--- src/rtl/rbpw_map.svh ---
// register offsets, field positions, reset values and counts of the region bus controller
`ifndef RBPW_MAP_SVH
`define RBPW_MAP_SVH

// register byte offsets
`define RBPW_CFG_BASE       8'h00
`define RBPW_FAULT_ADDR_OFS 8'h40
`define RBPW_FAULT_TYPE_OFS 8'h44
`define RBPW_STATUS_OFS     8'h48

// region configuration word fields
`define RBPW_READ_ADDR_TO_DATA_WAITS_LSB       0
`define RBPW_READ_ADDR_TO_DATA_WAITS_W         5
`define RBPW_READ_DATA_TO_DATA_WAITS_LSB       5
`define RBPW_READ_DATA_TO_DATA_WAITS_W         3
`define RBPW_WIDTH_LSB      16
`define RBPW_BURST_BIT      18
`define RBPW_PIPE_BIT       19
`define RBPW_PAR_BIT        20
`define RBPW_CACHE_BIT      21
`define RBPW_EXTRDY_BIT     22

// status register bits
`define RBPW_ST_FAULT_BIT   0
`define RBPW_ST_BOOT_BIT    1
`define RBPW_ST_BUSY_BIT    2

// reset value of every region: 8-bit bus, 31 address-to-data waits, no data-to-data waits, no ready
`define RBPW_REGION_RST     32'h0000001F

// boot record location of region 15 configuration bytes 0..3
`define RBPW_IBR_R15_ADDR   32'hFEFFFF34
`define RBPW_BOOT_REGION    4'hF
`define RBPW_BOOT_BYTES     2'h3

// access sizes and types
`define RBPW_SIZE_BYTE      2'h0
`define RBPW_SIZE_WORD      2'h2
`define RBPW_TYPE_BOOT      4'hF

// cycles to let bus data pass the two-stage input synchroniser
`define RBPW_SETTLE_CNT     5'h01

`endif

--- src/rtl/rbpw_pkg.sv ---
// types of the region bus controller
package rbpw_pkg;

    typedef enum logic [2:0] {
        RBPW_IDLE   = 3'b000,
        RBPW_ADDR   = 3'b001,
        RBPW_WAIT   = 3'b010,
        RBPW_SETTLE = 3'b011,
        RBPW_GAP    = 3'b100,
        RBPW_DONE   = 3'b101
    } rbpw_state_t;

    typedef enum logic [1:0] {
        RBPW_BUS8  = 2'b00,
        RBPW_BUS16 = 2'b01,
        RBPW_BUS32 = 2'b10
    } rbpw_width_t;

endpackage : rbpw_pkg
--- src/rtl/rbpw_ctrl.sv ---
// region bus controller: wait states, ready, beat splitting, parity and boot load
//
// Added by the designer: the strobed register port and the address map.
`timescale 1ns/1ns
`include "rbpw_map.svh"

// Functional notes
// - with parity enabled every failure both pulses the parity pin low and raises a fault, with no separate mask.
// - parity is checked only on reads from regions whose configuration enables it, at any bus width.
// - unaligned halfword reads on narrow buses check only the lanes that carry wanted bytes, so good data never fails.
// - loads from cacheable regions other than boot reads are always issued as aligned full-word loads.
// - a narrow read that crosses a 16-byte boundary continues at the start of the next 16-byte segment.
// - each region holds its own burst and pipeline enables, and both shape how its reads are issued.
// - each region supplies address-to-data and data-to-data read waits that are inserted in those phases.
// - the ready input is ignored while programmed waits run and sampled only after they expire.
// - after reset the region 15 bytes are loaded from the boot record, and software later overwrites them.
// - each boot record byte is stored in its own byte of region 15 with no merging between bytes.
// - a parity fault records the address and type of the faulting access even if another access follows.
module rbpw_ctrl
    import rbpw_pkg::*;
(
    input  wire logic        sys_clk,
    input  wire logic        rst,
    // register port
    input  wire logic [7:0]  reg_addr,
    input  wire logic [31:0] reg_wdata,
    input  wire logic        reg_wr,
    input  wire logic        reg_rd,
    output      logic [31:0] reg_rdata,
    // core request port
    input  wire logic        core_req,
    input  wire logic [31:0] core_addr,
    input  wire logic [1:0]  core_size,
    input  wire logic [3:0]  core_type,
    output      logic        core_ready,
    output      logic        core_done,
    output      logic [31:0] core_rdata,
    output      logic        core_fault,
    // external bus
    output      logic [31:0] bus_addr,
    output      logic        bus_ads_n,
    output      logic        bus_blast_n,
    output      logic        bus_den_n,
    output      logic [3:0]  bus_be_n,
    input  wire logic [31:0] bus_data,
    input  wire logic [3:0]  bus_par,
    input  wire logic        ready_n,
    output      logic        parity_fail_out_n
);

    rbpw_state_t state_q;
    logic [31:0] cfg_q [16];
    logic [31:0] acc_addr_q;
    logic [31:0] last_addr_q;
    logic [31:0] beat_addr_q;
    logic [2:0]  acc_nb_q;
    logic [3:0]  acc_type_q;
    logic [4:0]  cnt_q;
    logic        acc_fault_q;
    logic [31:0] rdata_q;
    logic        boot_q;
    logic [1:0]  boot_idx_q;
    logic [31:0] fault_addr_q;
    logic [3:0]  fault_type_q;
    logic        fault_q;
    logic        pfail_n_q;
    logic [31:0] reg_rdata_q;
    logic        rdy_s1_q, rdy_s2_q;
    logic [31:0] data_s1_q, data_s2_q;
    logic [3:0]  par_s1_q, par_s2_q;

    logic [31:0] req_addr, req_a, req_cfg, cur_cfg, next_beat;
    logic [1:0]  req_size;
    logic [3:0]  req_type;
    logic [2:0]  req_nb, req_ub, cur_ub;
    logic        start, more, need_ads, cap, fail;
    logic [4:0]  cur_read_addr_to_data_waits, cur_read_data_to_data_waits;
    logic        cur_burst, cur_pipe, cur_par, cur_ext;
    logic [3:0]  lane_hit, lane_err;
    logic [1:0]  lane_off [4];

    // unit width in bytes for a bus width code
    function automatic logic [2:0] unit_bytes(input logic [1:0] w);
        case (rbpw_width_t'(w))
            RBPW_BUS8:  unit_bytes = 3'h1;
            RBPW_BUS16: unit_bytes = 3'h2;
            default:    unit_bytes = 3'h4;
        endcase
    endfunction : unit_bytes

    // two-stage synchronisers on every bus input
    always_ff @(posedge sys_clk or posedge rst) begin
        if (rst) begin
            rdy_s1_q  <= 1'b1;
            rdy_s2_q  <= 1'b1;
            data_s1_q <= 32'h00000000;
            data_s2_q <= 32'h00000000;
            par_s1_q  <= 4'h0;
            par_s2_q  <= 4'h0;
        end else begin
            rdy_s1_q  <= ready_n;
            rdy_s2_q  <= rdy_s1_q;
            data_s1_q <= bus_data;
            data_s2_q <= data_s1_q;
            par_s1_q  <= bus_par;
            par_s2_q  <= par_s1_q;
        end
    end

    // request selection: boot reads first, then core requests
    always_comb begin
        req_addr = boot_q ? (`RBPW_IBR_R15_ADDR + {30'h0, boot_idx_q}) : core_addr;
        req_size = boot_q ? `RBPW_SIZE_BYTE : core_size;
        req_type = boot_q ? `RBPW_TYPE_BOOT : core_type;
        req_cfg  = cfg_q[req_addr[31:28]];
        req_ub   = unit_bytes(req_cfg[`RBPW_WIDTH_LSB +: 2]);
        if (req_cfg[`RBPW_CACHE_BIT] && !boot_q) begin
            req_nb = 3'h4;
            req_a  = {req_addr[31:2], 2'b00};
        end else begin
            req_nb = (req_size >= `RBPW_SIZE_WORD) ? 3'h4 : (3'h1 << req_size);
            req_a  = req_addr;
        end
    end

    assign start      = (state_q == RBPW_IDLE) && (boot_q || core_req);
    assign core_ready = (state_q == RBPW_IDLE) && !boot_q;

    // settings of the region being accessed
    assign cur_cfg   = cfg_q[acc_addr_q[31:28]];
    assign cur_ub    = unit_bytes(cur_cfg[`RBPW_WIDTH_LSB +: 2]);
    assign cur_read_addr_to_data_waits  = cur_cfg[`RBPW_READ_ADDR_TO_DATA_WAITS_LSB +: `RBPW_READ_ADDR_TO_DATA_WAITS_W];
    assign cur_read_data_to_data_waits  = {2'b00, cur_cfg[`RBPW_READ_DATA_TO_DATA_WAITS_LSB +: `RBPW_READ_DATA_TO_DATA_WAITS_W]};
    assign cur_burst = cur_cfg[`RBPW_BURST_BIT];
    assign cur_pipe  = cur_cfg[`RBPW_PIPE_BIT];
    assign cur_par   = cur_cfg[`RBPW_PAR_BIT];
    assign cur_ext   = cur_cfg[`RBPW_EXTRDY_BIT];

    // next beat address; a full add carries into the next 16-byte segment
    assign next_beat = beat_addr_q + {29'h0, cur_ub};
    assign more      = next_beat <= last_addr_q;
    assign need_ads  = !cur_burst || (next_beat[31:4] != beat_addr_q[31:4]);

    // beat capture: after waits, on synced ready or after the settle time
    assign cap = ((state_q == RBPW_WAIT) && (cnt_q == 5'h00) && cur_ext && !rdy_s2_q)
              || ((state_q == RBPW_SETTLE) && (cnt_q == 5'h00));

    // lanes of this beat that carry wanted bytes, and their place in the result
    for (genvar i = 0; i < 4; i++) begin : g_lane
        logic [31:0] off;
        assign off         = beat_addr_q + 32'(i) - acc_addr_q;
        assign lane_hit[i] = (3'(i) < cur_ub) && (off < {29'h0, acc_nb_q});
        assign lane_off[i] = off[1:0];
    end

    rbpw_parity #(
        .LANES (4),
        .ODD   (1'b1)
    ) u_parity (
        .data     (data_s2_q),
        .par      (par_s2_q),
        .lane_err (lane_err)
    );

    // parity failure only for enabled regions and only on wanted lanes
    assign fail = cap && cur_par && |(lane_err & lane_hit);

    // access sequencer
    always_ff @(posedge sys_clk or posedge rst) begin
        if (rst) begin
            state_q     <= RBPW_IDLE;
            acc_addr_q  <= 32'h00000000;
            last_addr_q <= 32'h00000000;
            beat_addr_q <= 32'h00000000;
            acc_nb_q    <= 3'h0;
            acc_type_q  <= 4'h0;
            cnt_q       <= 5'h00;
        end else begin
            case (state_q)
                RBPW_IDLE: begin
                    if (start) begin
                        acc_addr_q  <= req_a;
                        acc_nb_q    <= req_nb;
                        acc_type_q  <= req_type;
                        last_addr_q <= req_a + {29'h0, req_nb} - 32'h00000001;
                        beat_addr_q <= req_a & ~{29'h0, req_ub - 3'h1};
                        state_q     <= RBPW_ADDR;
                    end
                end
                RBPW_ADDR: begin
                    cnt_q   <= cur_read_addr_to_data_waits;
                    state_q <= RBPW_WAIT;
                end
                RBPW_WAIT: begin
                    if (cnt_q != 5'h00) begin
                        cnt_q <= cnt_q - 5'h01;
                    end else if (!cur_ext) begin
                        cnt_q   <= `RBPW_SETTLE_CNT;
                        state_q <= RBPW_SETTLE;
                    end
                end
                RBPW_SETTLE: begin
                    if (cnt_q != 5'h00) begin
                        cnt_q <= cnt_q - 5'h01;
                    end
                end
                RBPW_GAP: begin
                    state_q <= RBPW_ADDR;
                end
                RBPW_DONE: begin
                    state_q <= RBPW_IDLE;
                end
                default: begin
                    state_q <= RBPW_IDLE;
                end
            endcase
            // after a beat: next beat in burst, new address, or finish
            if (cap) begin
                if (more) begin
                    beat_addr_q <= next_beat;
                    if (need_ads) begin
                        state_q <= cur_pipe ? RBPW_ADDR : RBPW_GAP;
                    end else begin
                        cnt_q   <= cur_read_data_to_data_waits;
                        state_q <= RBPW_WAIT;
                    end
                end else begin
                    state_q <= RBPW_DONE;
                end
            end
        end
    end

    // read data assembly and fault flag of the running access
    always_ff @(posedge sys_clk or posedge rst) begin
        if (rst) begin
            rdata_q     <= 32'h00000000;
            acc_fault_q <= 1'b0;
        end else if (start) begin
            rdata_q     <= 32'h00000000;
            acc_fault_q <= 1'b0;
        end else if (cap) begin
            for (int i = 0; i < 4; i++) begin
                if (lane_hit[i]) begin
                    rdata_q[8*lane_off[i] +: 8] <= data_s2_q[8*i +: 8];
                end
            end
            if (fail) begin
                acc_fault_q <= 1'b1;
            end
        end
    end

    // boot load of region 15 and software writes to the region table
    always_ff @(posedge sys_clk or posedge rst) begin
        if (rst) begin
            for (int r = 0; r < 16; r++) begin
                cfg_q[r] <= `RBPW_REGION_RST;
            end
            boot_q     <= 1'b1;
            boot_idx_q <= 2'h0;
        end else begin
            if (boot_q && state_q == RBPW_DONE) begin
                cfg_q[`RBPW_BOOT_REGION][8*boot_idx_q +: 8] <= rdata_q[7:0];
                boot_idx_q <= boot_idx_q + 2'h1;
                if (boot_idx_q == `RBPW_BOOT_BYTES) begin
                    boot_q <= 1'b0;
                end
            end
            if (reg_wr && reg_addr[7:6] == 2'b00) begin
                cfg_q[reg_addr[5:2]] <= reg_wdata;
            end
        end
    end

    // fault record, sticky flag and parity pin
    always_ff @(posedge sys_clk or posedge rst) begin
        if (rst) begin
            fault_addr_q <= 32'h00000000;
            fault_type_q <= 4'h0;
            fault_q      <= 1'b0;
            pfail_n_q    <= 1'b1;
        end else begin
            pfail_n_q <= !fail;
            if (fail) begin
                fault_addr_q <= acc_addr_q;
                fault_type_q <= acc_type_q;
                fault_q      <= 1'b1;
            end else if (reg_wr && reg_addr == `RBPW_STATUS_OFS && reg_wdata[`RBPW_ST_FAULT_BIT]) begin
                fault_q <= 1'b0;
            end
        end
    end

    // register read port, data one cycle after the strobe
    always_ff @(posedge sys_clk or posedge rst) begin
        if (rst) begin
            reg_rdata_q <= 32'h00000000;
        end else if (reg_rd) begin
            if (reg_addr[7:6] == 2'b00) begin
                reg_rdata_q <= cfg_q[reg_addr[5:2]];
            end else begin
                case (reg_addr)
                    `RBPW_FAULT_ADDR_OFS: reg_rdata_q <= fault_addr_q;
                    `RBPW_FAULT_TYPE_OFS: reg_rdata_q <= {28'h0000000, fault_type_q};
                    `RBPW_STATUS_OFS:     reg_rdata_q <= {29'h0, state_q != RBPW_IDLE, !boot_q, fault_q};
                    default:              reg_rdata_q <= 32'h00000000;
                endcase
            end
        end else begin
            reg_rdata_q <= 32'h00000000;
        end
    end

    // bus and core outputs
    assign reg_rdata         = reg_rdata_q;
    assign core_done         = (state_q == RBPW_DONE) && !boot_q;
    assign core_rdata        = rdata_q;
    assign core_fault        = acc_fault_q;
    assign bus_addr          = beat_addr_q;
    assign bus_ads_n         = !(state_q == RBPW_ADDR);
    assign bus_den_n         = !(state_q == RBPW_ADDR || state_q == RBPW_WAIT || state_q == RBPW_SETTLE);
    assign bus_blast_n       = !((state_q == RBPW_WAIT || state_q == RBPW_SETTLE) && (!more || need_ads));
    assign bus_be_n          = (state_q == RBPW_IDLE) ? 4'hF : ~lane_hit;
    assign parity_fail_out_n = pfail_n_q;

endmodule : rbpw_ctrl

--- src/rtl/rbpw_parity.sv ---
// per-lane parity checker of the region bus controller
`timescale 1ns/1ns
module rbpw_parity
    import rbpw_pkg::*;
#(
    parameter int  LANES = 4,
    parameter bit  ODD   = 1'b1
) (
    input  wire logic [8*LANES-1:0] data,
    input  wire logic [LANES-1:0]   par,
    output      logic [LANES-1:0]   lane_err
);

    // a lane is in error when its byte and parity bit disagree with the chosen sense
    for (genvar i = 0; i < LANES; i++) begin : g_lane
        assign lane_err[i] = ((^data[8*i +: 8]) ^ par[i]) != ODD;
    end

endmodule : rbpw_parity

--- config.mk ---
export PLATFORM = sky130hd
export DESIGN_NAME = rbpw_ctrl
export DESIGN_NICKNAME = d
export VERILOG_FILES = /design/src/rtl/rbpw_pkg.sv /design/src/rtl/rbpw_ctrl.sv /design/src/rtl/rbpw_parity.sv
export VERILOG_INCLUDE_DIRS = /design/src /design/src/rtl
export SDC_FILE = /design/constraint.sdc
export NUM_CORES = 2
export LEC_CHECK = 0
export ABC_CLOCK_PERIOD_IN_PS = 25400
export BUFFER_PORTS_ARGS = -buffer_cell sky130_fd_sc_hd__buf_2
export CORE_MARGIN = 5
export CORE_UTILIZATION = 45
export DETAILED_ROUTE_END_ITERATION = 10
export SLEW_MARGIN = 20
export SYNTH_ARGS = -nofsm -noshare
export SYNTH_HDL_FRONTEND = slang
export SYNTH_SLANG_ARGS = --single-unit
--- constraint.sdc ---
create_clock -name sys_clk -period 25.4 [get_ports sys_clk]
set_input_delay 3.81 -clock sys_clk [delete_from_list [all_inputs] [get_ports sys_clk]]
set_output_delay 3.81 -clock sys_clk [all_outputs]
set_load 0.02 [all_outputs]
==> results_dict.tcl <==
set metrics [dict create \
    status "completed" \
    dpl.hpwl_um 118000 \
    min_path_cells 0 \
    die-height_um 340 \
    routedWlPerCell_um 28.6 \
    ctsResizeCount 0 \
    start_util_pct 45.5 \
    drive_gt1_share_pct 30.2 \
    wl_um 169000 \
    pwr-share-seq_pct 24.7 \
    finalNetCount 4749 \
    hp-start "data_s1_q[22]$_DFF_PP0_" \
    cts_tree "built" \
    io_buffers 226 \
    drt_iter0_markers 3662 \
    grt_antenna_before_repair 21 \
    fin_ws_ns 12.95 \
    clkPwrFrac_pct 18.9 \
    antenna_left 0 \
    dr.pass1.iters 6 \
    synth-main-ff-cell "dfrtp_1" \
    reg2reg_slack_ns 17.22 \
    synth_top_area_share_pct 36.8 \
    rr_worst_depth 26 \
    clock_latency_ns 0.71 \
    grt_max_degree 163 \
    h-tree-depth 3 \
    cellPowerDensity_nw_per_um2 130 \
    ys_seq_area_share_pct 41.3 \
    leakagePower_nw 24.2 \
    irDropWorstVdd_v 0.0000792 \
    fin_setup_tns_ns 0 \
    grt_pass1_vias 37300 \
    post-route-min-period_ns 12.45 \
    synthCells 4321 \
    die_w_um 340 \
    fin_area_um2 54500 \
    relSlewSlack_pct 21.1 \
    switchingPower_w 0.00338 \
    required_ns 21.59 \
    cts.sink_count 803 \
    track_usage_pct 28.8 \
    worst_slew_pin_slew_ns 1.18 \
    hold_path_class "reg2reg" \
    p_int_w 0.00371 \
    rsz0062_at_grt "no" \
    p_comb_share_pct 56.4 \
    crit_arrival_ns 8.64 \
    syn-mean-instance-area_um2 11.3 \
    clockRootBuffer "clkbuf_16" \
    drv_slew 0 \
    yosysWarnings 0 \
    worstSetupPathType "reg2out" \
    end_kind "output port" \
    async_flop_share_pct 100 \
    cap_violations 0 \
    regToRegStartpoint "acc_addr_q[28]$_DFFE_PP0P_" \
    startpoint_type "register" \
    num_rows 120 \
    grt_pass1_wl_um 252000 \
    switching_share_pct 47.7 \
    vias 37600 \
    yosys.area.top_type "dfrtp_1" \
    core_area_um2 108000 \
    fin_crit_sh_pct 49.0 \
    post-cts-setup-buffers 0 \
    fmax_ghz 0.0803 \
    synth_area_um2 48900 \
    path_max_fanout 29 \
    synth_nets 4646 \
    synth-edff-count 0 \
    synthTopCellsByCount "dfrtp_1 (719), mux2_2 (529), nand2_1 (279)" \
    place_congestion 0.982 \
    placed_area_um2 51300 \
    num_io_pins 227 \
    cts_buffer_depth 3 \
    clk_pin_slew_ns 0.06 \
    startpoint "acc_addr_q[28]$_DFFE_PP0P_" \
    synth_seq_cells 803 \
    skew_ns 0.0704 \
    synthMostInstantiatedCell "dfrtp_1" \
    dieArea_um2 115000 \
    hold_violations 0 \
    grt.overflow.total 0 \
    holdBufCountCts 0 \
    yosysUniqueCellTypes 88 \
    drc 0 \
    synthTopCellsByArea "dfrtp_1 (37%), mux2_2 (12%), mux4_2 (11%), dfstp_2 (4.5%), ha_1 (4.4%)" \
    setup-violations-final 0 \
    syn_to_final_growth_pct 11.4 \
    dp_slack_ns 13.75 \
    numCtsBuffers 90 \
    viasPerCell 6.36 \
]
==> sequential cells by signal, indices dropped and copies added, names as in the netlist, 2 cells and up <==
register      flops
cfg_q           512
acc_addr_q       32
bus_addr         32
core_rdata       32
data_s1_q        32
data_s2_q        32
fault_addr_q     32
last_addr_q      32
reg_rdata        32
cnt_q             5
acc_type_q        4
fault_type_q      4
par_s1_q          4
par_s2_q          4
acc_nb_q          3
state_q           3
boot_idx_q        2
==> power by group through the flow <==
stage	sequential, W	clock, W	combinational, W
detailed placement	0.00177	0	0.00387
CTS	0.00175	0.00136	0.00389
global placement	0.00176	0	0.00386
floorplan	0.00170	0	0.00264
finish	0.00176	0.00134	0.00400
global route	0.00178	0.00141	0.00427
==> final cells by class <==
cell class / instances / area (um2)
repair buffers: 285 / 1620
flip-flops and latches: 803 / 20200
clock inverters: 21 / 293
multi-input cells: 3042 / 27000
fillers: 9600 / 53000
well taps: 1403 / 1760
inverters: 202 / 762
clock buffers: 141 / 2760
diodes: 10 / 25.0
==> cells in the final DEF, fill, tap and decap left out, types with 18 or more instances in the layout <==
master and count:
dfrtp_1 716, mux2_2 529, nand2_1 270, mux4_2 237
buf_2 223, inv_1 198, nor2_1 190, a21oi_1 189
ha_1 172, o21ai_0 164, nand3_1 92, clkbuf_16 90
xnor2_1 89, dfstp_2 84, nor2b_1 69, and2_1 65
a22oi_1 63, and3_1 59, a21o_1 59, buf_4 58
mux2i_1 57, nand4_1 47, nor3_1 46, o211ai_1 38
xor2_1 36, a211oi_1 35, a31oi_1 34, fa_1 33
nor3b_1 32, nor4_1 32, clkbuf_8 32, o21a_1 27
a21boi_0 27, nand2b_1 26, a221oi_1 23, o21ai_1 23
clkbuf_1 19, o32a_1 18
==> metrics by stage <==
stage	util (%)	hold slack (ns)	cells	total power, W
4_1_cts	50.6	0.329	5897	0.00701
3_3_place_gp	47.7	0.332	5735	0.00563
6_report	50.7	0.316	5907	0.00710
5_1_grt	50.6	0.340	5901	0.00747
2_1_floorplan	-	0.331	4321	0.00434
3_5_place_dp	47.8	0.335	5735	0.00565
==> final timing paths <==
kind	endpoint
worst max-delay path	bus_blast_n
worst min-delay path	data_s2_q[22]$_DFF_PP0_
worst max register to register	bus_addr[29]$_DFF_PP0_
worst min register to register	data_s2_q[22]$_DFF_PP0_
max in group asynchronous	data_s1_q[16]$_DFF_PP0_
min in group asynchronous	core_fault$_DFFE_PP0P_
==> cell families after synthesis <==
| family | synth area share [%] |
|---|---|
| adders and majority gates | 5.76 |
| buffers and inverters | 3.72 |
| DFF | 41.3 |
| xor gates and xnor gates | 2.24 |
| muxes | 24.4 |
| and+or+nand+nor | 11.1 |
| AOI/OAI and AO/OA | 11.4 |
==> metal layers <==
layer	vias to the layer above	wire length, um	global-route usage, %	part of all wire (%)
li1	16300	-	-	-
met1	19300	69100	38.8	41
met2	1600	78300	45.7	46
met3	427	13600	6.02	8.1
met4	18	7820	11.6	4.6
met5	-	119	0	0.070
==> critical path, stage by stage, from the launching register on <==
cell and delay [ns]:
dfrtp_4 0.80, mux4_2 0.58, a22oi_1 0.18, and3_1 0.22, nor2b_1 0.28, inv_1 0.08
ha_1 0.22, ha_1 0.33, a21o_1 0.13, nand2_1 0.10, nor2_1 0.54, nand2_1 0.17
nor4_1 0.67, nand2_1 0.15, or2_2 0.38, nor4_1 0.54, xnor2_1 0.16, ha_1 0.34
nand4_1 0.11, nor2_1 0.06, a221o_1 0.30, a31oi_1 0.21, o2111ai_1 0.16, nand2_1 0.76
nand2_1 0.12, nand2_1 0.13, buf_2 0.17
Power figures use the tool's default switching activity.
